==> config.mk <==
export PLATFORM = sky130hd
export DESIGN_NAME = sep_ctrl
export DESIGN_NICKNAME = d
export VERILOG_FILES = /design/src/rtl/sep_pkg.sv /design/src/rtl/sep_fifo.sv /design/src/rtl/sep_ctrl.sv
export SDC_FILE = /design/constraint.sdc
export NUM_CORES = 1
export LEC_CHECK = 0
export BUFFER_PORTS_ARGS = -buffer_cell sky130_fd_sc_hd__buf_2
export CORE_MARGIN = 2
export CORE_UTILIZATION = 25
export CTS_CLUSTER_DIAMETER = 150
export DETAILED_ROUTE_END_ITERATION = 10
export PLACE_DENSITY_LB_ADDON = 0.1
export REMOVE_ABC_BUFFERS = 1
export SYNTH_ARGS = -nofsm -noshare
export SYNTH_HDL_FRONTEND = slang
export SYNTH_HIERARCHICAL = 1
export SYNTH_SLANG_ARGS = --single-unit
export TNS_END_PERCENT = 30
==> constraint.sdc <==
create_clock -name clk_sys_i -period 4.7 [get_ports clk_sys_i]
set_clock_uncertainty 0.2 [all_clocks]
set_input_delay 0.47 -clock clk_sys_i [delete_from_list [all_inputs] [get_ports clk_sys_i]]
set_output_delay 0.47 -clock clk_sys_i [all_outputs]
set_load 0.03 [all_outputs]
==> src/rtl/sep_pkg.sv <==
/*
 * Shared constants for the serial EEPROM protection and pin control block.
 * Assumes a 100 MHz system clock that oversamples the serial link pins.
 */
package sep_pkg;
    // ************************************************************
    // Instruction codes, upper nibble zero, bit 3 is don't care.
    // ************************************************************
    localparam logic [7:0] SEP_OP_MASK = 8'hF7;
    localparam logic [7:0] SEP_OP_READ = 8'h03;
    localparam logic [7:0] SEP_OP_WRITE = 8'h02;
    localparam logic [7:0] SEP_OP_LATCH_CLR = 8'h04;
    localparam logic [7:0] SEP_OP_LATCH_SET = 8'h06;
    localparam logic [7:0] SEP_OP_STATUS_RD = 8'h05;
    localparam logic [7:0] SEP_OP_STATUS_WR = 8'h01;
    // ************************************************************
    // Status byte layout and reset values.
    // ************************************************************
    localparam int SEP_SR_BUSY = 0;
    localparam int SEP_SR_LATCH = 1;
    localparam int SEP_SR_BP_LO = 2;
    localparam int SEP_SR_BP_HI = 3;
    localparam logic [1:0] SEP_BP_RESET = 2'h0;
    // Pin sampler reset matches the idle bus, so no false edge follows reset.
    localparam logic [4:0] SEP_PIN_IDLE = 5'h13;
    localparam logic [7:0] SEP_ADDR_QUARTER = 8'hC0;
    localparam logic [7:0] SEP_ADDR_HALF = 8'h80;
    localparam logic [3:0] SEP_PAGE_MASK = 4'hF;
    // ************************************************************
    // Timing.
    // ************************************************************
    localparam int SEP_CLK_MHZ = 100;
    localparam int SEP_TWC_US = 5000;
    localparam int SEP_TWC_CYC = SEP_TWC_US * SEP_CLK_MHZ;
    localparam int SEP_FIFO_W = 16;
    localparam int SEP_FIFO_D = 8;
    typedef enum logic [2:0]
    {
        SEP_ST_STANDBY = 3'b000,
        SEP_ST_OPCODE = 3'b001,
        SEP_ST_ADDR = 3'b010,
        SEP_ST_DATA = 3'b011,
        SEP_ST_SRDATA = 3'b100,
        SEP_ST_OUT = 3'b101,
        SEP_ST_IGNORE = 3'b110
    } sep_state_e;
endpackage

==> src/rtl/sep_fifo.sv <==
/*
 * Synchronous FIFO holding address and data pairs of a page write.
 * Assumes one clock and a synchronous active high reset.
 */
`timescale 1ns/1ps
module sep_fifo #(
    parameter int WIDTH = 16,
    parameter int DEPTH = 8
) (
    input wire logic clk_sys_i,
    input wire logic sys_rst_i,
    input wire logic flush_i,
    input wire logic in_valid_i,
    output logic in_ready_o,
    input wire logic [WIDTH-1:0] in_data_i,
    output logic out_valid_o,
    input wire logic out_ready_i,
    output logic [WIDTH-1:0] out_data_o
);
    localparam int AW = $clog2(DEPTH);
    logic [WIDTH-1:0] mem [DEPTH];
    logic [AW-1:0] wr_ptr;
    logic [AW-1:0] rd_ptr;
    logic [AW:0] count;
    logic push;
    logic pop;

    assign in_ready_o = (count != DEPTH[AW:0]);
    assign out_valid_o = (count != '0);
    assign out_data_o = mem[rd_ptr];
    assign push = in_valid_i && in_ready_o;
    assign pop = out_valid_o && out_ready_i;

    always_ff @(posedge clk_sys_i)
    begin
        if (push)
        begin
            mem[wr_ptr] <= in_data_i;
        end
    end

    always_ff @(posedge clk_sys_i)
    begin
        if (sys_rst_i || flush_i)
        begin
            wr_ptr <= '0;
            rd_ptr <= '0;
            count <= '0;
        end
        else
        begin
            if (push)
            begin
                wr_ptr <= (wr_ptr == AW'(DEPTH - 1)) ? '0 : wr_ptr + 1'b1;
            end
            if (pop)
            begin
                rd_ptr <= (rd_ptr == AW'(DEPTH - 1)) ? '0 : rd_ptr + 1'b1;
            end
            count <= count + (AW+1)'(push) - (AW+1)'(pop);
        end
    end
endmodule

==> src/rtl/sep_ctrl.sv <==
/*
 * Serial interface, write enable latch, block protection and write cycle
 * control of a 256 byte serial EEPROM. The array itself lives outside;
 * this block issues byte program requests and reads bytes back from it.
 * Assumes all pins are asynchronous to clk_sys_i and that the serial
 * clock is much slower than clk_sys_i.
 */
`timescale 1ns/1ps
module sep_ctrl
    import sep_pkg::*;
#(
    parameter int TWC_CYCLES = SEP_TWC_CYC
) (
    input wire logic clk_sys_i,
    input wire logic sys_rst_i,
    input wire logic cs_n_i,
    input wire logic sck_i,
    input wire logic si_i,
    input wire logic hold_n_i,
    input wire logic wp_n_i,
    output logic so_o,
    output logic so_oe_o,
    output logic mem_rd_o,
    output logic [7:0] mem_rd_addr_o,
    input wire logic [7:0] mem_rd_data_i,
    output logic mem_wr_o,
    output logic [7:0] mem_wr_addr_o,
    output logic [7:0] mem_wr_data_o,
    output logic [1:0] block_protect_o,
    output logic write_enable_latch_o,
    output logic write_busy_flag_o
);
    // ************************************************************
    // Pin synchronisers.
    // ************************************************************
    logic [4:0] pin_s1;
    logic [4:0] pin_s2;
    logic [4:0] pin_d;
    logic cs_n;
    logic sck;
    logic si;
    logic hold_n;
    logic wp_n;

    always_ff @(posedge clk_sys_i)
    begin
        if (sys_rst_i)
        begin
            pin_s1 <= SEP_PIN_IDLE;
            pin_s2 <= SEP_PIN_IDLE;
            pin_d <= SEP_PIN_IDLE;
        end
        else
        begin
            pin_s1 <= {cs_n_i, sck_i, si_i, hold_n_i, wp_n_i};
            pin_s2 <= pin_s1;
            pin_d <= pin_s2;
        end
    end

    assign {cs_n, sck, si, hold_n, wp_n} = pin_s2;

    // ************************************************************
    // Edge detection and pause tracking.
    // ************************************************************
    logic sck_rise;
    logic sck_fall;
    logic cs_rise;
    logic cs_fall;
    logic paused;
    logic active;

    assign sck_rise = sck && !pin_d[3];
    assign sck_fall = !sck && pin_d[3];
    assign cs_rise = cs_n && !pin_d[4];
    assign cs_fall = !cs_n && pin_d[4];

    // Pause enters only with the clock low, or at the next falling edge;
    // it leaves when the pause input is high while the clock is low, or when chip select goes high.
    always_ff @(posedge clk_sys_i)
    begin
        if (sys_rst_i || cs_n)
        begin
            paused <= 1'b0;
        end
        else if (!paused && !hold_n && !sck && active)
        begin
            paused <= 1'b1;
        end
        else if (paused && hold_n && !sck)
        begin
            paused <= 1'b0;
        end
    end

    // ************************************************************
    // Serial sequence engine.
    // ************************************************************
    sep_state_e state;
    logic [7:0] shift_in;
    logic [2:0] bit_cnt;
    logic [7:0] opcode;
    logic [7:0] addr;
    logic [7:0] out_byte;
    logic [1:0] bp_new;
    logic byte_done;
    logic sr_pending;
    logic [1:0] block_protect;
    logic latch;
    logic busy;
    logic [4:0] page_cnt;
    logic seq_ok;
    logic take_clk;
    logic [7:0] next_shift;

    function automatic logic op_is(input logic [7:0] op, input logic [7:0] c);
        op_is = ((op & SEP_OP_MASK) == c);
    endfunction

    function automatic logic addr_protected(input logic [1:0] bp,
                                            input logic [7:0] a);
        case (bp)
            2'b00: addr_protected = 1'b0;
            2'b01: addr_protected = (a >= SEP_ADDR_QUARTER);
            2'b10: addr_protected = (a >= SEP_ADDR_HALF);
            default: addr_protected = 1'b1;
        endcase
    endfunction

    assign take_clk = active && !paused;
    assign next_shift = {shift_in[6:0], si};
    assign byte_done = take_clk && sck_rise && (bit_cnt == 3'd7);

    always_ff @(posedge clk_sys_i)
    begin
        if (sys_rst_i)
        begin
            active <= 1'b0;
        end
        else if (cs_n)
        begin
            active <= 1'b0;
        end
        else if (cs_fall)
        begin
            active <= 1'b1;
        end
    end

    always_ff @(posedge clk_sys_i)
    begin
        if (sys_rst_i || !active)
        begin
            shift_in <= 8'h00;
            bit_cnt <= 3'd0;
        end
        else if (take_clk && sck_rise)
        begin
            shift_in <= next_shift;
            bit_cnt <= bit_cnt + 3'd1;
        end
    end

    // Page bytes are queued in the FIFO; the writer drains it only
    // once the sequence has been closed correctly.
    logic fifo_in_valid;
    logic fifo_in_ready;
    logic fifo_out_valid;
    logic fifo_out_ready;
    logic [15:0] fifo_out_data;
    logic fifo_flush;

    always_ff @(posedge clk_sys_i)
    begin
        if (sys_rst_i || !active)
        begin
            state <= SEP_ST_OPCODE;
            opcode <= 8'h00;
            addr <= 8'h00;
            bp_new <= SEP_BP_RESET;
            seq_ok <= 1'b0;
            page_cnt <= 5'd0;
        end
        else if (byte_done)
        begin
            case (state)
                SEP_ST_OPCODE:
                begin
                    opcode <= next_shift;
                    seq_ok <= op_is(next_shift, SEP_OP_LATCH_SET)
                        || op_is(next_shift, SEP_OP_LATCH_CLR);
                    if (op_is(next_shift, SEP_OP_READ)
                        || op_is(next_shift, SEP_OP_WRITE))
                    begin
                        state <= SEP_ST_ADDR;
                    end
                    else if (op_is(next_shift, SEP_OP_STATUS_WR))
                    begin
                        state <= SEP_ST_SRDATA;
                    end
                    else if (op_is(next_shift, SEP_OP_STATUS_RD))
                    begin
                        state <= SEP_ST_OUT;
                    end
                    else
                    begin
                        state <= SEP_ST_IGNORE;
                    end
                end
                SEP_ST_ADDR:
                begin
                    addr <= next_shift;
                    seq_ok <= 1'b0;
                    state <= op_is(opcode, SEP_OP_READ) ? SEP_ST_OUT
                        : SEP_ST_DATA;
                end
                SEP_ST_DATA:
                begin
                    seq_ok <= 1'b1;
                    addr <= {addr[7:4], addr[3:0] + 4'd1};
                    if (page_cnt != 5'd16)
                    begin
                        page_cnt <= page_cnt + 5'd1;
                    end
                end
                SEP_ST_SRDATA:
                begin
                    bp_new <= next_shift[SEP_SR_BP_HI:SEP_SR_BP_LO];
                    seq_ok <= 1'b1;
                    state <= SEP_ST_IGNORE;
                end
                SEP_ST_OUT:
                begin
                    addr <= addr + 8'd1;
                end
                default:
                begin
                    seq_ok <= 1'b0;
                end
            endcase
        end
        else if (take_clk && sck_rise && bit_cnt == 3'd0)
        begin
            seq_ok <= (state == SEP_ST_OPCODE) ? 1'b0 : seq_ok & 1'b0;
        end
    end

    // Bytes beyond 16 are dropped; nothing is queued during a write cycle,
    // since the drain would otherwise program them at once.
    assign fifo_in_valid = byte_done && state == SEP_ST_DATA
        && page_cnt != 5'd16 && !busy;
    assign fifo_flush = cs_fall;

    // ************************************************************
    // Write cycle timer and latch.
    // ************************************************************
    logic [$clog2(TWC_CYCLES+1)-1:0] twc_cnt;
    logic start_array;
    logic start_status;
    logic allowed;

    assign allowed = wp_n && latch && !busy;
    assign start_array = cs_rise && seq_ok && allowed
        && op_is(opcode, SEP_OP_WRITE);
    assign start_status = cs_rise && seq_ok && allowed
        && op_is(opcode, SEP_OP_STATUS_WR);

    always_ff @(posedge clk_sys_i)
    begin
        if (sys_rst_i)
        begin
            busy <= 1'b0;
            twc_cnt <= '0;
            sr_pending <= 1'b0;
        end
        else if (start_array || start_status)
        begin
            busy <= 1'b1;
            twc_cnt <= '0;
            sr_pending <= start_status;
        end
        else if (busy)
        begin
            if (twc_cnt == ($bits(twc_cnt))'(TWC_CYCLES - 1))
            begin
                busy <= 1'b0;
            end
            twc_cnt <= twc_cnt + 1'b1;
        end
    end

    always_ff @(posedge clk_sys_i)
    begin
        if (sys_rst_i)
        begin
            block_protect <= SEP_BP_RESET;
        end
        else if (start_status)
        begin
            block_protect <= bp_new;
        end
    end

    always_ff @(posedge clk_sys_i)
    begin
        if (sys_rst_i)
        begin
            latch <= 1'b0;
        end
        else if (!wp_n)
        begin
            latch <= 1'b0;
        end
        else if (busy && twc_cnt == ($bits(twc_cnt))'(TWC_CYCLES - 1))
        begin
            latch <= 1'b0;
        end
        else if (cs_rise && seq_ok && !busy)
        begin
            if (op_is(opcode, SEP_OP_LATCH_SET))
            begin
                latch <= 1'b1;
            end
            else if (op_is(opcode, SEP_OP_LATCH_CLR))
            begin
                latch <= 1'b0;
            end
        end
    end

    // Queued bytes go to the array during the cycle; protected ones drop.
    assign fifo_out_ready = busy && !sr_pending;

    always_ff @(posedge clk_sys_i)
    begin
        if (sys_rst_i)
        begin
            mem_wr_o <= 1'b0;
            mem_wr_addr_o <= 8'h00;
            mem_wr_data_o <= 8'h00;
        end
        else
        begin
            mem_wr_o <= fifo_out_valid && fifo_out_ready
                && !addr_protected(block_protect, fifo_out_data[15:8]);
            mem_wr_addr_o <= fifo_out_data[15:8];
            mem_wr_data_o <= fifo_out_data[7:0];
        end
    end

    sep_fifo #(
        .WIDTH(SEP_FIFO_W),
        .DEPTH(SEP_FIFO_D * 2)
    ) sep_fifo_inst (
        .clk_sys_i(clk_sys_i),
        .sys_rst_i(sys_rst_i),
        .flush_i(fifo_flush && !busy),
        .in_valid_i(fifo_in_valid),
        .in_ready_o(fifo_in_ready),
        .in_data_i({addr, next_shift}),
        .out_valid_o(fifo_out_valid),
        .out_ready_i(fifo_out_ready),
        .out_data_o(fifo_out_data)
    );

    // ************************************************************
    // Read path and serial output.
    // ************************************************************
    logic so_bit;

    assign mem_rd_o = active && state == SEP_ST_OUT && !busy
        && !op_is(opcode, SEP_OP_STATUS_RD);
    assign mem_rd_addr_o = addr;

    always_ff @(posedge clk_sys_i)
    begin
        if (sys_rst_i || !active)
        begin
            out_byte <= 8'h00;
            so_bit <= 1'b0;
        end
        else if (take_clk && sck_fall && state == SEP_ST_OUT)
        begin
            if (bit_cnt == 3'd0)
            begin
                out_byte <= op_is(opcode, SEP_OP_STATUS_RD)
                    ? {4'h0, block_protect, latch, busy} : mem_rd_data_i;
                so_bit <= op_is(opcode, SEP_OP_STATUS_RD) ? 1'b0
                    : mem_rd_data_i[7];
            end
            else
            begin
                so_bit <= out_byte[3'd7 - bit_cnt];
            end
        end
    end

    assign so_o = so_bit;
    assign so_oe_o = active && !cs_n && hold_n && !paused
        && state == SEP_ST_OUT;
    assign block_protect_o = block_protect;
    assign write_enable_latch_o = latch;
    assign write_busy_flag_o = busy;
endmodule

# ---- Word-level counts from Yosys, hierarchy flattened
# Memory sizes are Yosys's and may differ from the RTL's. A register that Yosys moved wholly into a read port is not among the register bits.
# Index checks and enable logic that the tools add are counted.
dict set report word_totals {
  reg_bits 117
  ramBits 256
  inputBits 15
  out_inout_bits 32
  word_cells 175
  memories 1
}
dict set report classes {
  addsub 10
  n_lt_le_gt_ge 3
  n_eq_ne 26
  mux 29
  bitwise_logic 2
  n_reduce_logical 77
}
# name words word_bits read_ports rd_ports_with_merged_regs write_ports line
set memory_table {}
lappend memory_table {sep_fifo_inst.mem 16 16 1 1 1 sep_fifo.sv:21} ;# logic [WIDTH-1:0] mem [DEPTH];
# cell n
set op_table {}
lappend op_table {{== test 7 x 3 -> 1 bit, second input constant} 6}
lappend op_table {{logical AND 1 bit} 38}
lappend op_table {{== test 7 x 2 -> 1 bit, second input constant} 4}
lappend op_table {{case mux 8 bit (3 select lines)} 1}
lappend op_table {{adder 19 x 1 -> 19 bit, second input constant} 1}
lappend op_table {{== test 19 bit, second input constant} 1}
lappend op_table {{greater-or-equal comparator 8 bit, second input constant} 2}
lappend op_table {{two-way mux 4 bit} 4}
lappend op_table {{two-way mux 1 bit} 15}
lappend op_table {{== test 7 x 1 -> 1 bit, second input constant} 2}
lappend op_table {{AND reduction 2 bit} 7}
lappend op_table {{adder 4 x 1 -> 4 bit, second input constant} 3}
lappend op_table {{zero test 1 bit} 11}
lappend op_table {{!= test 5 bit, second input constant} 2}
lappend op_table {{== test 3 bit, second input constant} 3}
lappend op_table {{case mux 3 bit (3 select lines)} 1}
lappend op_table {{adder 8 x 1 -> 8 bit, second input constant} 1}
lappend op_table {{== test 4 bit, second input constant} 2}
lappend op_table {{two-way mux 8 bit} 1}
lappend op_table {{nonzero test 2 bit} 4}
lappend op_table {{== test 3 x 2 -> 1 bit, second input constant} 2}
lappend op_table {{logical OR 1 bit} 6}
lappend op_table {{two-way mux 3 bit} 2}
lappend op_table {{case mux 1 bit (3 select lines)} 2}
lappend op_table {{20 further kinds} 26}

# ---- Logic depth before layout (Yosys ltp)
# Gate-level depths: netlist of run 1.
dict set report logic_depth {
  depth_word 10
  ltp_mapped 15
  ltp_nobuf 15
}

# ---- Modules after synthesis
# Netlist of run 1, hierarchy kept.
# mod instances cells_per_inst area_per_inst_um2 seq_area_each_um2
set by_module_without_submodules {}
lappend by_module_without_submodules {sep_fifo 1 502 10561.4 8027.7}
lappend by_module_without_submodules {sep_ctrl 1 481 4369.2 2001.9}

# ---- Worst setup path after synthesis of run 1
# No wires, ideal clock.
dict set report synth_path {
  kind {flip-flop to flip-flop}
  startpoint {register active}
  endpoint {register sep_fifo_inst.count[4]}
  setup_ns 0.121
  t_arrival_ns 2.811
  t_required_ns 4.379
  slack_ns 1.569
  path_stages_with_launch 15
  path_buffers 1
  period_less_slack_ns 3.131
  cell_sequence {dfxtp_1 nor4bb_1 clkbuf_1 nand4_1 nor2_1 nand2_1 ha_1 inv_1 ha_1 inv_1 fa_1 nand2b_1 a21oi_1 o21ai_0 nor3b_1}
}
dict set report synth_via {
  elab_chain_cells 9
}
# element line
set synth_lines {}
lappend synth_lines {{start, declared} sep_ctrl.sv:71} ;# logic active;
lappend synth_lines {{start signal, assigned} sep_ctrl.sv:138} ;# active <= 1'b0;
lappend synth_lines {{start signal, assigned} sep_ctrl.sv:142} ;# active <= 1'b0;
lappend synth_lines {{start signal, assigned} sep_ctrl.sv:146} ;# active <= 1'b1;
lappend synth_lines {{logical AND 1 bit} sep_ctrl.sv:130} ;# assign take_clk = active && !paused;
lappend synth_lines {{logical AND 1 bit (2 in a row)} sep_ctrl.sv:132} ;# assign byte_done = take_clk && sck_rise && (bit_cnt == 3'd7);
lappend synth_lines {{logical AND 1 bit} sep_ctrl.sv:250} ;# assign fifo_in_valid = byte_done && state == SEP_ST_DATA
lappend synth_lines {{logical AND 1 bit (2 in a row)} sep_ctrl.sv:251} ;# && page_cnt != 5'd16 && !busy;
lappend synth_lines {{via fifo_in_valid} sep_ctrl.sv:166} ;# logic fifo_in_valid;
lappend synth_lines {{logical AND 1 bit} sep_fifo.sv:31} ;# assign push = in_valid_i && in_ready_o;
lappend synth_lines {{adder 5 x 1 -> 5 bit} sep_fifo.sv:60} ;# count <= count + (AW+1)'(push) - (AW+1)'(pop);
lappend synth_lines {{subtractor 5 x 1 -> 5 bit} sep_fifo.sv:60}
lappend synth_lines {{end signal, assigned} sep_fifo.sv:60}
lappend synth_lines {{end, declared} sep_fifo.sv:24} ;# logic [AW:0] count;
# The timed path passes the listed nets, and every way through them passes these cells.
# A chain may end at the register's enable or synchronous reset.

# ---- Worst setup path in the final report of run 1
dict set report layout_path {
  startpoint {register state[0]}
  endpoint {register sep_fifo_inst.count[4]}
}
dict set report layout_via {
  elab_chain_cells 7
}
# element line
set layout_lines {}
lappend layout_lines {{start, declared} sep_ctrl.sv:99} ;# sep_state_e state;
lappend layout_lines {{start signal, assigned} sep_ctrl.sv:214} ;# state <= op_is(opcode, SEP_OP_READ) ? SEP_ST_OUT
lappend layout_lines {{== test 3 x 2 -> 1 bit} sep_ctrl.sv:250}
lappend layout_lines {{logical AND 1 bit} sep_ctrl.sv:250}
lappend layout_lines {{logical AND 1 bit (2 in a row)} sep_ctrl.sv:251}
lappend layout_lines {{via fifo_in_valid} sep_ctrl.sv:166}
lappend layout_lines {{logical AND 1 bit} sep_fifo.sv:31}
lappend layout_lines {{adder 5 x 1 -> 5 bit} sep_fifo.sv:60}
lappend layout_lines {{subtractor 5 x 1 -> 5 bit} sep_fifo.sv:60}
# The timed path passes the listed nets, and every way through them passes these cells.

==> flow_summary.yaml, run 1 <==
synthesis:
  postSynthCellCount: 983
  ys_seq_elements: 373
  syn_area_sq_um: 14930
  async_flop_share_pct: 0
  yosysSeqAreaShare_pct: 67.18
  synth_cell_type_count: 63
  synth_area_per_cell_sq_um: 15.19
  synth-main-ff-cell: "edfxtp_1"
  ys_warn_count: 6
  synth_edf_count: 256
worst_setup_path:
  crit_chain: "and3b_1 > nand4_1 > nor2_1 > nand2_1 > ha_1 > inv_1 > ha_1 > inv_1 > fa_1 > nand2b_1 > a21oi_1 > o21ai_0 > nor3b_1"
  critical_path_class: "flop to flop"
  start_kind: "flop"
  cp_data_arrival_time_ps: 3930
  end_kind: "flop"
  crit_required_ps: 4940
  cp_slowest_stage_delay_ps: 690
  critPathMaxFanout: 18
  critical-path-top-delay-family: "simple AND/OR/NAND/NOR gates"
  cp_num_buf_inv: 2
  cp_slowest_cell: "dfxtp_1"
floorplan:
  io_pins: 47
  die_w_um: 248.4
  rows: 89
  die_h_um: 248.4
  coreArea_sq_um: 59020
  die_area_sq_um: 61690
  start_util_pct: 25.30
hold_path:
  worst_hold_path_type: "primary input to flop"
clock_network:
  clock-sinks: 373
  h-tree-depth: 2
  cts_hold_buf: 11
  post_cts_resized: 0
  post-cts-setup-buffer-count: 0
  insertion_delay_ps: 570
  cts_tree: "yes"
  root_buffer: "clkbuf_16"
  numCtsBuffers: 43
  path_clk_slew_ps: 60
  clock_path_buffers: 3
grt:
  grt_remaining_overflow: 0
  grt_max_degree: 33
  grt_pass1_vias: 8908
  grt_pass1_wl_um: 57550
  antenna_found_initial: 1
  grt_usage_pct: 12.71
placed_design:
  place_worst_setup_slack_ps: 1008
  globalplace.congestion: 0.7110
  port_buffers: 46
  dpl.hpwl_um: 24000
drt:
  drcViolationCount: 0
  via_per_inst: 4.510
  vias: 8478
  drtPass1Iterations: 5
  wirelength_um: 38100
  wl_per_cell_um: 20.27
  final_antenna_net_count: 0
  drt_iter0_markers: 423
sta:
  finalCritPeriodShare_pct: 78.64
  fin_ws_ps: 1004
  rsz0062_at_grt: "false"
  finalCriticalPeriod_ps: 3696
  finalSetupViolCount: 0
  max_freq_ghz: 0.2706
  tns_ps: 0
  worst_pin_slew_ps: 1118
  finalHoldViolCount: 0
  slew_viol_final: 0
  max-slew-margin-rel_pct: 25.37
power_and_ir_drop:
  total_power_mw: 6.838
  power.leakage_nw: 5.409
  vdd_drop_max_uv: 257.4
  p_per_area_nw_per_um2: 386.9
run:
  maxCapViolCount: 0
layout:
  drive_gt1_share_pct: 19.78
  areaGrowthSynthToFinish_pct: 18.39
  fin_nets: 1107
  n_antenna_cell: 0
outcome:
  status: "completed"
cell usage after synthesis, types with 14 or more instances:
cell	n	share of area, %
and2_1	14	0.59
a21oi_1	40	1.3
a22oi_1	32	1.6
nand2_1	59	1.5
nand3_1	21	0.70
o21ai_0	17	0.57
clkbuf_1	31	0.78
inv_1	30	0.75
nor2_1	56	1.4
dfxtp_1	117	16
mux4_2	55	8.3
nor2b_1	26	1.1
ha_1	18	1.5
mux2i_1	20	1.3
edfxtp_1	256	51
xnor2_1	14	0.82
registers in the layout, indices dropped and copies added, names as in the netlist, 4 cells and up, named ones only:
signal	count
sep_fifo_inst/mem	256
twc_cnt	19
mem_rd_addr_o	8
mem_wr_addr_o	8
mem_wr_data_o	8
out_byte	8
opcode	7
shift_in	7
page_cnt	5
pin_s1	5
pin_s2	5
sep_fifo_inst/count	5
sep_fifo_inst/rd_ptr	4
sep_fifo_inst/wr_ptr	4
path summary, 6_finish.rpt:
kind / start / endpoint / slack (ps) / depth (start not counted)
max: state[0]$_SDFFE_PP1P_ / sep_fifo_inst/count[4]$_SDFF_PP0_ / 1000 / 13
min reg2reg: pin_s1[0]$_SDFF_PP1_ / pin_s2[0]$_SDFF_PP1_ / 200 / 1
min: mem_rd_data_i[3] / out_byte[3]$_SDFFE_PP0P_ / 60 / 3
max reg2reg: state[0]$_SDFFE_PP1P_ / sep_fifo_inst/count[4]$_SDFF_PP0_ / 1000 / 13
area by class of cell:
class / count / area (sq um)
well taps: 773 / 967.2
clock inverters: 13 / 133.9
inverters: 30 / 112.6
repair buffers: 92 / 603.1
flip-flops and latches: 373 / 10030
clock buffers: 66 / 1262
multi-input cells: 533 / 4563
fillers: 5968 / 41340
report_power, final:
group          leakage (nW)  internal (mW)  switching (mW)
Combinational          1.71         0.0224          0.0377
Sequential             3.01           3.48         0.00431
Clock                 0.687           1.96            1.34
cells by family (layout without fill, tap and decap cells):
logic type               after synthesis  after routing  synth area share (%)
XOR/XNOR                              24             24                 1.408
adder cells (fa/ha/maj)               19             19                 1.643
flip-flops                           373            373                 67.18
AND/OR/NAND/NOR                      274            274                 10.20
multiplexers                          87             87                 11.65
AO/OA/AOI/OAI                        129            129                 5.606
buffers and inverters                 77            201                 2.321
cell usage in the layout, fill, tap and decap left out, types with 7 or more instances in the layout:
| master | instances |
|---|---|
| a211oi_1 | 9 |
| a21oi_1 | 40 |
| a22oi_1 | 32 |
| and2_1 | 14 |
| and3_1 | 9 |
| buf_2 | 46 |
| buf_4 | 35 |
| clkbuf_1 | 13 |
| clkbuf_16 | 43 |
| clkbuf_8 | 10 |
| dfxtp_1 | 115 |
| dlygate4sd3_1 | 11 |
| edfxtp_1 | 256 |
| ha_1 | 18 |
| inv_1 | 30 |
| mux2i_1 | 20 |
| mux4_1 | 11 |
| mux4_2 | 55 |
| nand2_1 | 59 |
| nand2b_1 | 11 |
| nand3_1 | 21 |
| nand4_1 | 10 |
| nand4b_1 | 7 |
| nor2_1 | 56 |
| nor2b_1 | 25 |
| nor4_1 | 8 |
| o21ai_0 | 17 |
| or2_2 | 8 |
| xnor2_1 | 14 |
| xor2_1 | 10 |
layer usage:
metal / wire length (um) / track usage, % / up-vias
met3: 1612 / 2.758 / 55
met2: 18300 / 21.23 / 161
met1: 17430 / 16.70 / 4285
li1: - / - / 3977
met5: 0 / 0 / -
met4: 759 / 3.291 / 0
worst register-to-register path: stages (launching register included):
cell and delay [ps]:
dfxtp_1 690, and3b_1 290, nand4_1 250, nor2_1 310, nand2_1 270, ha_1 350
inv_1 50, ha_1 150, inv_1 60, fa_1 390, nand2b_1 160, a21oi_1 180
o21ai_0 90, nor3b_1 140
per-stage QoR:
stage	util, %	cell area [sq um]	instances	hold slack, ps
2_1_floorplan	-	14700	936	189.5
3_3_place_gp	27.40	16170	1790	193.0
3_5_place_dp	27.40	16170	1790	192.9
4_1_cts	29.95	17680	1880	24.24
5_1_grt	29.95	17680	1880	63.89
6_report	29.95	17680	1880	63.08
Power figures use the tool's default switching activity.
==> run 2: changes to the inputs <==
==> constraint.sdc (replaced) <==
create_clock -name clk_sys_i -period 3.8 [get_ports clk_sys_i]
set_clock_uncertainty 0.2 [all_clocks]
set_input_delay 0.38 -clock clk_sys_i [delete_from_list [all_inputs] [get_ports clk_sys_i]]
set_output_delay 0.38 -clock clk_sys_i [all_outputs]
set_load 0.03 [all_outputs]
==> run 2 against run 1 <==
Setup slack got worse by 630 ps. Sequential share of layout area is 0.41 points lower. Hold slack lost 13 ps. Fmax up 8.0%. Final cell count rose by 0.96%. Clock power rose by 23%. Critical endpoint unchanged. Largest cell class unchanged.
==> flow_summary.yaml, run 2 (same netlist as run 1, synthesis figures left out) <==
drt:
  drt_iter0_markers: 410
  wirelength_um: 38020
  drcViolationCount: 0
  via_per_inst: 4.492
  final_antenna_net_count: 0
  vias: 8526
  drtPass1Iterations: 4
  wl_per_cell_um: 20.03
placed_design:
  dp_cells: 1804
  dpl.hpwl_um: 24130
  dpl_cell_area_sq_um: 16300
  port_buffers: 46
  globalplace.congestion: 0.7266
  place_worst_setup_slack_ps: 253.5
grt:
  grt_max_degree: 27
  grt_pass1_wl_um: 58100
  grt_usage_pct: 12.72
  grt_pass1_vias: 8940
  antenna_found_initial: 0
  grt_remaining_overflow: 0
worst_setup_path:
  end_kind: "flop"
  crit_chain: "nor4bb_2 > nand4_1 > nor2_2 > nand2_1 > ha_1 > inv_1 > ha_1 > inv_1 > fa_1 > nand2b_1 > a21oi_1 > nor3_1 > nor3b_1"
  critical_path_class: "flop to flop"
  critical-path-top-delay-family: "simple AND/OR/NAND/NOR gates"
  crit_required_ps: 4060
  start_kind: "flop"
  cp_data_arrival_time_ps: 3690
  cp_num_buf_inv: 2
  critPathMaxFanout: 8
  cp_slowest_stage_delay_ps: 420
  cp_slowest_cell: "dfxtp_1"
outcome:
  status: "completed"
sta:
  worst_pin_slew_ps: 950.5
  finalCritPeriodShare_pct: 90.07
  max_freq_ghz: 0.2922
  finalSetupViolCount: 0
  finalCriticalPeriod_ps: 3423
  finalHoldViolCount: 0
  tns_ps: 0
  rsz0062_at_grt: "false"
  fin_ws_ps: 377.2
  max-slew-margin-rel_pct: 36.55
  slew_viol_final: 0
floorplan:
  rows: 89
  io_pins: 47
  die_area_sq_um: 61690
  die_h_um: 248.4
  coreArea_sq_um: 59020
  die_w_um: 248.4
  start_util_pct: 25.30
layout:
  fill_cells: 5923
  layout_commonest_cell: "edfxtp_1"
  regMostFlops: "sep_fifo_inst/mem"
  largest_reg_flops: 256
  drive_gt1_share_pct: 20.53
  n_antenna_cell: 0
  reg.largest.list: "sep_fifo_inst/mem: 256 flops, twc_cnt: 19 flops"
  final_cells: 1898
  finalInstanceArea_sq_um: 17800
  areaGrowthSynthToFinish_pct: 19.25
  fin_nets: 1125
  final_cell_mix: "edfxtp_1 (256), dfxtp_1 (115), nand2_1 (59), nor2_1 (55), mux4_2 (55)"
clock_network:
  clock-sinks: 373
  root_buffer: "clkbuf_16"
  insertion_delay_ps: 570
  cts_tree: "yes"
  h-tree-depth: 2
  clock_path_buffers: 3
  numCtsBuffers: 44
  path_clk_slew_ps: 60
run:
  maxCapViolCount: 0
power_and_ir_drop:
  power.leakage_nw: 5.476
  p_per_area_nw_per_um2: 474.1
  vdd_drop_max_uv: 305.6
hold_path:
  worst_hold_path_type: "primary input to flop"
==> run 2: worst paths after layout <==
path | startpoint | endpoint | slack, ps | cells past startpoint
setup / recovery | active$_SDFFE_PP0P_ | sep_fifo_inst/count[4]$_SDFF_PP0_ | 380 | 13
hold / removal | sys_rst_i | sr_pending$_SDFFE_PP0P_ | 50 | 3
setup reg to reg | active$_SDFFE_PP0P_ | sep_fifo_inst/count[4]$_SDFF_PP0_ | 380 | 13
hold reg to reg | pin_s1[0]$_SDFF_PP1_ | pin_s2[0]$_SDFF_PP1_ | 200 | 1
==> run 2: metrics by stage <==
step                power [mW]  util, %  hold WS, ps
floorplan                4.426        -        189.5
global placement         4.463    27.62        192.1
detailed placement       4.464    27.62        197.0
CTS                      8.597    30.15        28.75
global route             8.746    30.17        69.82
finish                   8.441    30.17        49.63
==> run 2: tightest hold or removal path: cells and delay by family <==
kind / cells / cell delay [ps]
buf+inv: 2 / 320
compound gates: 1 / 60
==> run 2: routing by layer <==
| layer | GRT usage [%] | routed length [um] | part of all wire [%] | vias up |
|---|---|---|---|---|
| met2 | 20.95 | 18080 | 48 | 137 |
| met1 | 17.22 | 17520 | 46 | 4318 |
| li1 | - | - | - | 4008 |
| met4 | 3.904 | 841 | 2.2 | 0 |
| met5 | 0 | 0 | 0 | - |
| met3 | 1.972 | 1576 | 4.1 | 63 |
==> run 2: where the power goes <==
part | internal, mW | switching [mW] | total, mW
clock network | 2.37 | 1.68 | 4.06
logic | 0.0299 | 0.0455 | 0.0755
registers | 4.30 | 0.00819 | 4.31
==> run 2: area by class of cell <==
type | count | area [sq um] | share of cell area [%]
sequential | 373 | 10030 | 56.36
multi-input combinational | 533 | 4566 | 25.64
clock buffer | 56 | 1167 | 6.557
tap | 773 | 967.2 | 5.432
timing repair buffer | 109 | 760.7 | 4.273
clock inverter | 24 | 196.4 | 1.103
inverter | 30 | 112.6 | 0.6325
==> run 2: what timing repair did <==
item	4_1_cts	5_1_grt
resized for setup	0	1
buffers inserted	0	1
endpoints found under the setup margin	0	1
endpoints found under the hold margin	14	0
hold buffers	13	0
==> run 3: changes to the inputs <==
--- a/config.mk
+++ b/config.mk
@@ -10,6 +10,7 @@
 export CORE_UTILIZATION = 25
 export CTS_CLUSTER_DIAMETER = 150
 export DETAILED_ROUTE_END_ITERATION = 10
+export GPL_TIMING_DRIVEN = 0
 export PLACE_DENSITY_LB_ADDON = 0.1
 export REMOVE_ABC_BUFFERS = 1
 export SYNTH_ARGS = -nofsm -noshare
==> run 3 against run 2 <==
Design area down 1.3%. First-iteration DRC count grew 17%. Utilization decreased by 0.38 points. Flip-flop and latch count unchanged. Fmax is 1.1% lower. Total power decreased by 0.51%. Hold slack better by 160 ps. Clock-buffer cell count up 4. Critical path depth decreased by 1. Wire length rose by 1.9%. Sequential share of layout area up 0.74 points.
==> flow_summary.yaml, run 3 (same netlist as run 1, synthesis figures left out) <==
worst_setup_path:
  crit_required_ps: 4040
  crit_start: "write_busy_flag_o$_SDFF_PP0_"
  timing.rr.start: "write_busy_flag_o$_SDFF_PP0_"
  timing.rr.end: "sep_fifo_inst/count[4]$_SDFF_PP0_"
  start_kind: "flop"
  cp_data_arrival_time_ps: 3700
  reg2reg_slack_ps: 340
  r2r_cells: 12
  critPathMaxFanout: 15
  critical_path_class: "flop to flop"
  end_kind: "flop"
placed_design:
  dpl.hpwl_um: 22100
  port_buffers: 46
  place_worst_setup_slack_ps: -959.9
  globalplace.congestion: 0.6947
grt:
  grt_max_degree: 39
  grt_usage_pct: 12.83
  antenna_found_initial: 3
  grt_pass1_wl_um: 57770
  grt_pass1_vias: 8758
  grt_remaining_overflow: 0
floorplan:
  coreArea_sq_um: 59020
  die_area_sq_um: 61690
  io_pins: 47
  start_util_pct: 25.30
  die_w_um: 248.4
  rows: 89
  die_h_um: 248.4
power_and_ir_drop:
  p_per_area_nw_per_um2: 477.7
  vdd_drop_max_uv: 273.2
  power.leakage_nw: 5.268
drt:
  drtPass1Iterations: 5
  via_per_inst: 4.564
  vias: 8480
  wirelength_um: 38730
  drt_iter0_markers: 479
  drcViolationCount: 0
  final_antenna_net_count: 0
  wl_per_cell_um: 20.84
clock_network:
  numCtsBuffers: 44
  cts_tree: "yes"
  path_clk_slew_ps: 60
  h-tree-depth: 2
  clock_path_buffers: 3
  insertion_delay_ps: 580
  root_buffer: "clkbuf_16"
  clock-sinks: 373
sta:
  max-slew-margin-rel_pct: 14.31
  finalCriticalPeriod_ps: 3462
  tns_ps: 0
  worst_pin_slew_ps: 1275
  finalCritPeriodShare_pct: 91.10
  slew_viol_final: 0
  finalHoldViolCount: 0
  max_freq_ghz: 0.2889
  rsz0062_at_grt: "false"
  finalSetupViolCount: 0
  fin_ws_ps: 338.3
layout:
  reg.largest.list: "sep_fifo_inst/mem: 256 flops, twc_cnt: 19 flops"
  layout_commonest_cell: "edfxtp_1"
  fin_nets: 1083
  final_cell_mix: "edfxtp_1 (256), dfxtp_1 (113), nand2_1 (58), mux4_2 (55), nor2_1 (54)"
  areaGrowthSynthToFinish_pct: 17.76
  drive_gt1_share_pct: 18.63
  largest_reg_flops: 256
  regMostFlops: "sep_fifo_inst/mem"
  post-route-util_pct: 29.79
hold_path:
  worst_hold_path_type: "flop to flop"
  worstHoldPathCells: 1
  min_to: "pin_s2[4]$_SDFF_PP1_"
  min_from: "pin_s1[4]$_SDFF_PP1_"
outcome:
  status: "completed"
run:
  maxCapViolCount: 0
[run 3: worst max-delay path by stage]
stage                                                    to  slack [ps]  cells after the start
after detailed placement  sep_fifo_inst/mem[8][7]$_DFFE_PP_        -960                      6
final                     sep_fifo_inst/count[4]$_SDFF_PP0_         340                     12
after global routing      sep_fifo_inst/count[4]$_SDFF_PP0_           4                     14
after floorplan           sep_fifo_inst/count[4]$_SDFF_PP0_        -340                     13
after global placement    sep_fifo_inst/mem[8][7]$_DFFE_PP_       -2500                      6
after CTS                 sep_fifo_inst/count[4]$_SDFF_PP0_          90                     14
[run 3: report_power, final]
part / switching, mW / internal (mW)
combinational: 0.0453 / 0.0288
clock: 1.70 / 2.32
sequential: 0.00942 / 4.30
[run 3: area by class of cell]
class / instances / area (sq um)
tap: 773 / 967.2
sequential: 373 / 10040
inverter: 30 / 112.6
clock buffer: 60 / 1182
antenna: 1 / 2.502
fill: 5900 / 41440
timing repair buffer: 67 / 495.5
clock inverter: 21 / 176.4
multi-input combinational: 533 / 4606
[run 3: timing repair]
action,in CTS,in global routing
hold endpoints to repair,14,0
hold buffers,13,0
endpoints found under the setup margin,260,17
buffers inserted,2,0
pin swaps,1,0
gates resized for setup,14,3
[run 3: per-layer routing]
layer | wire length (um) | vias to the layer above | share of wire (%) | track usage (%)
li1 | - | 3933 | - | -
met5 | 0 | - | 0 | 0
met1 | 18100 | 4341 | 47 | 17.59
met4 | 611 | 0 | 1.6 | 2.854
met2 | 18240 | 163 | 47 | 20.73
met3 | 1778 | 43 | 4.6 | 2.833
[run 3: through the flow]
step           hold slack (ps)  power, mW  std cells  cell area [sq um]
2_1_floorplan            189.5      4.426        936              14700
3_3_place_gp             195.8      4.461       1755              15890
3_5_place_dp             200.1      4.462       1761              16050
4_1_cts                  212.8      8.558       1857              17570
5_1_grt                  217.6      8.730       1857              17580
6_report                 209.3      8.398       1858              17580
[run 3: critical path, cell delays in order (launching register included)]
cell and delay [ps]:
dfxtp_1 840, nor2b_1 470, nand2_1 230, inv_1 100, ha_1 220, inv_1 60, ha_1 150, inv_1 60
fa_1 390, nand2b_1 160, a21oi_1 210, o21ai_0 100, nor3b_1 140
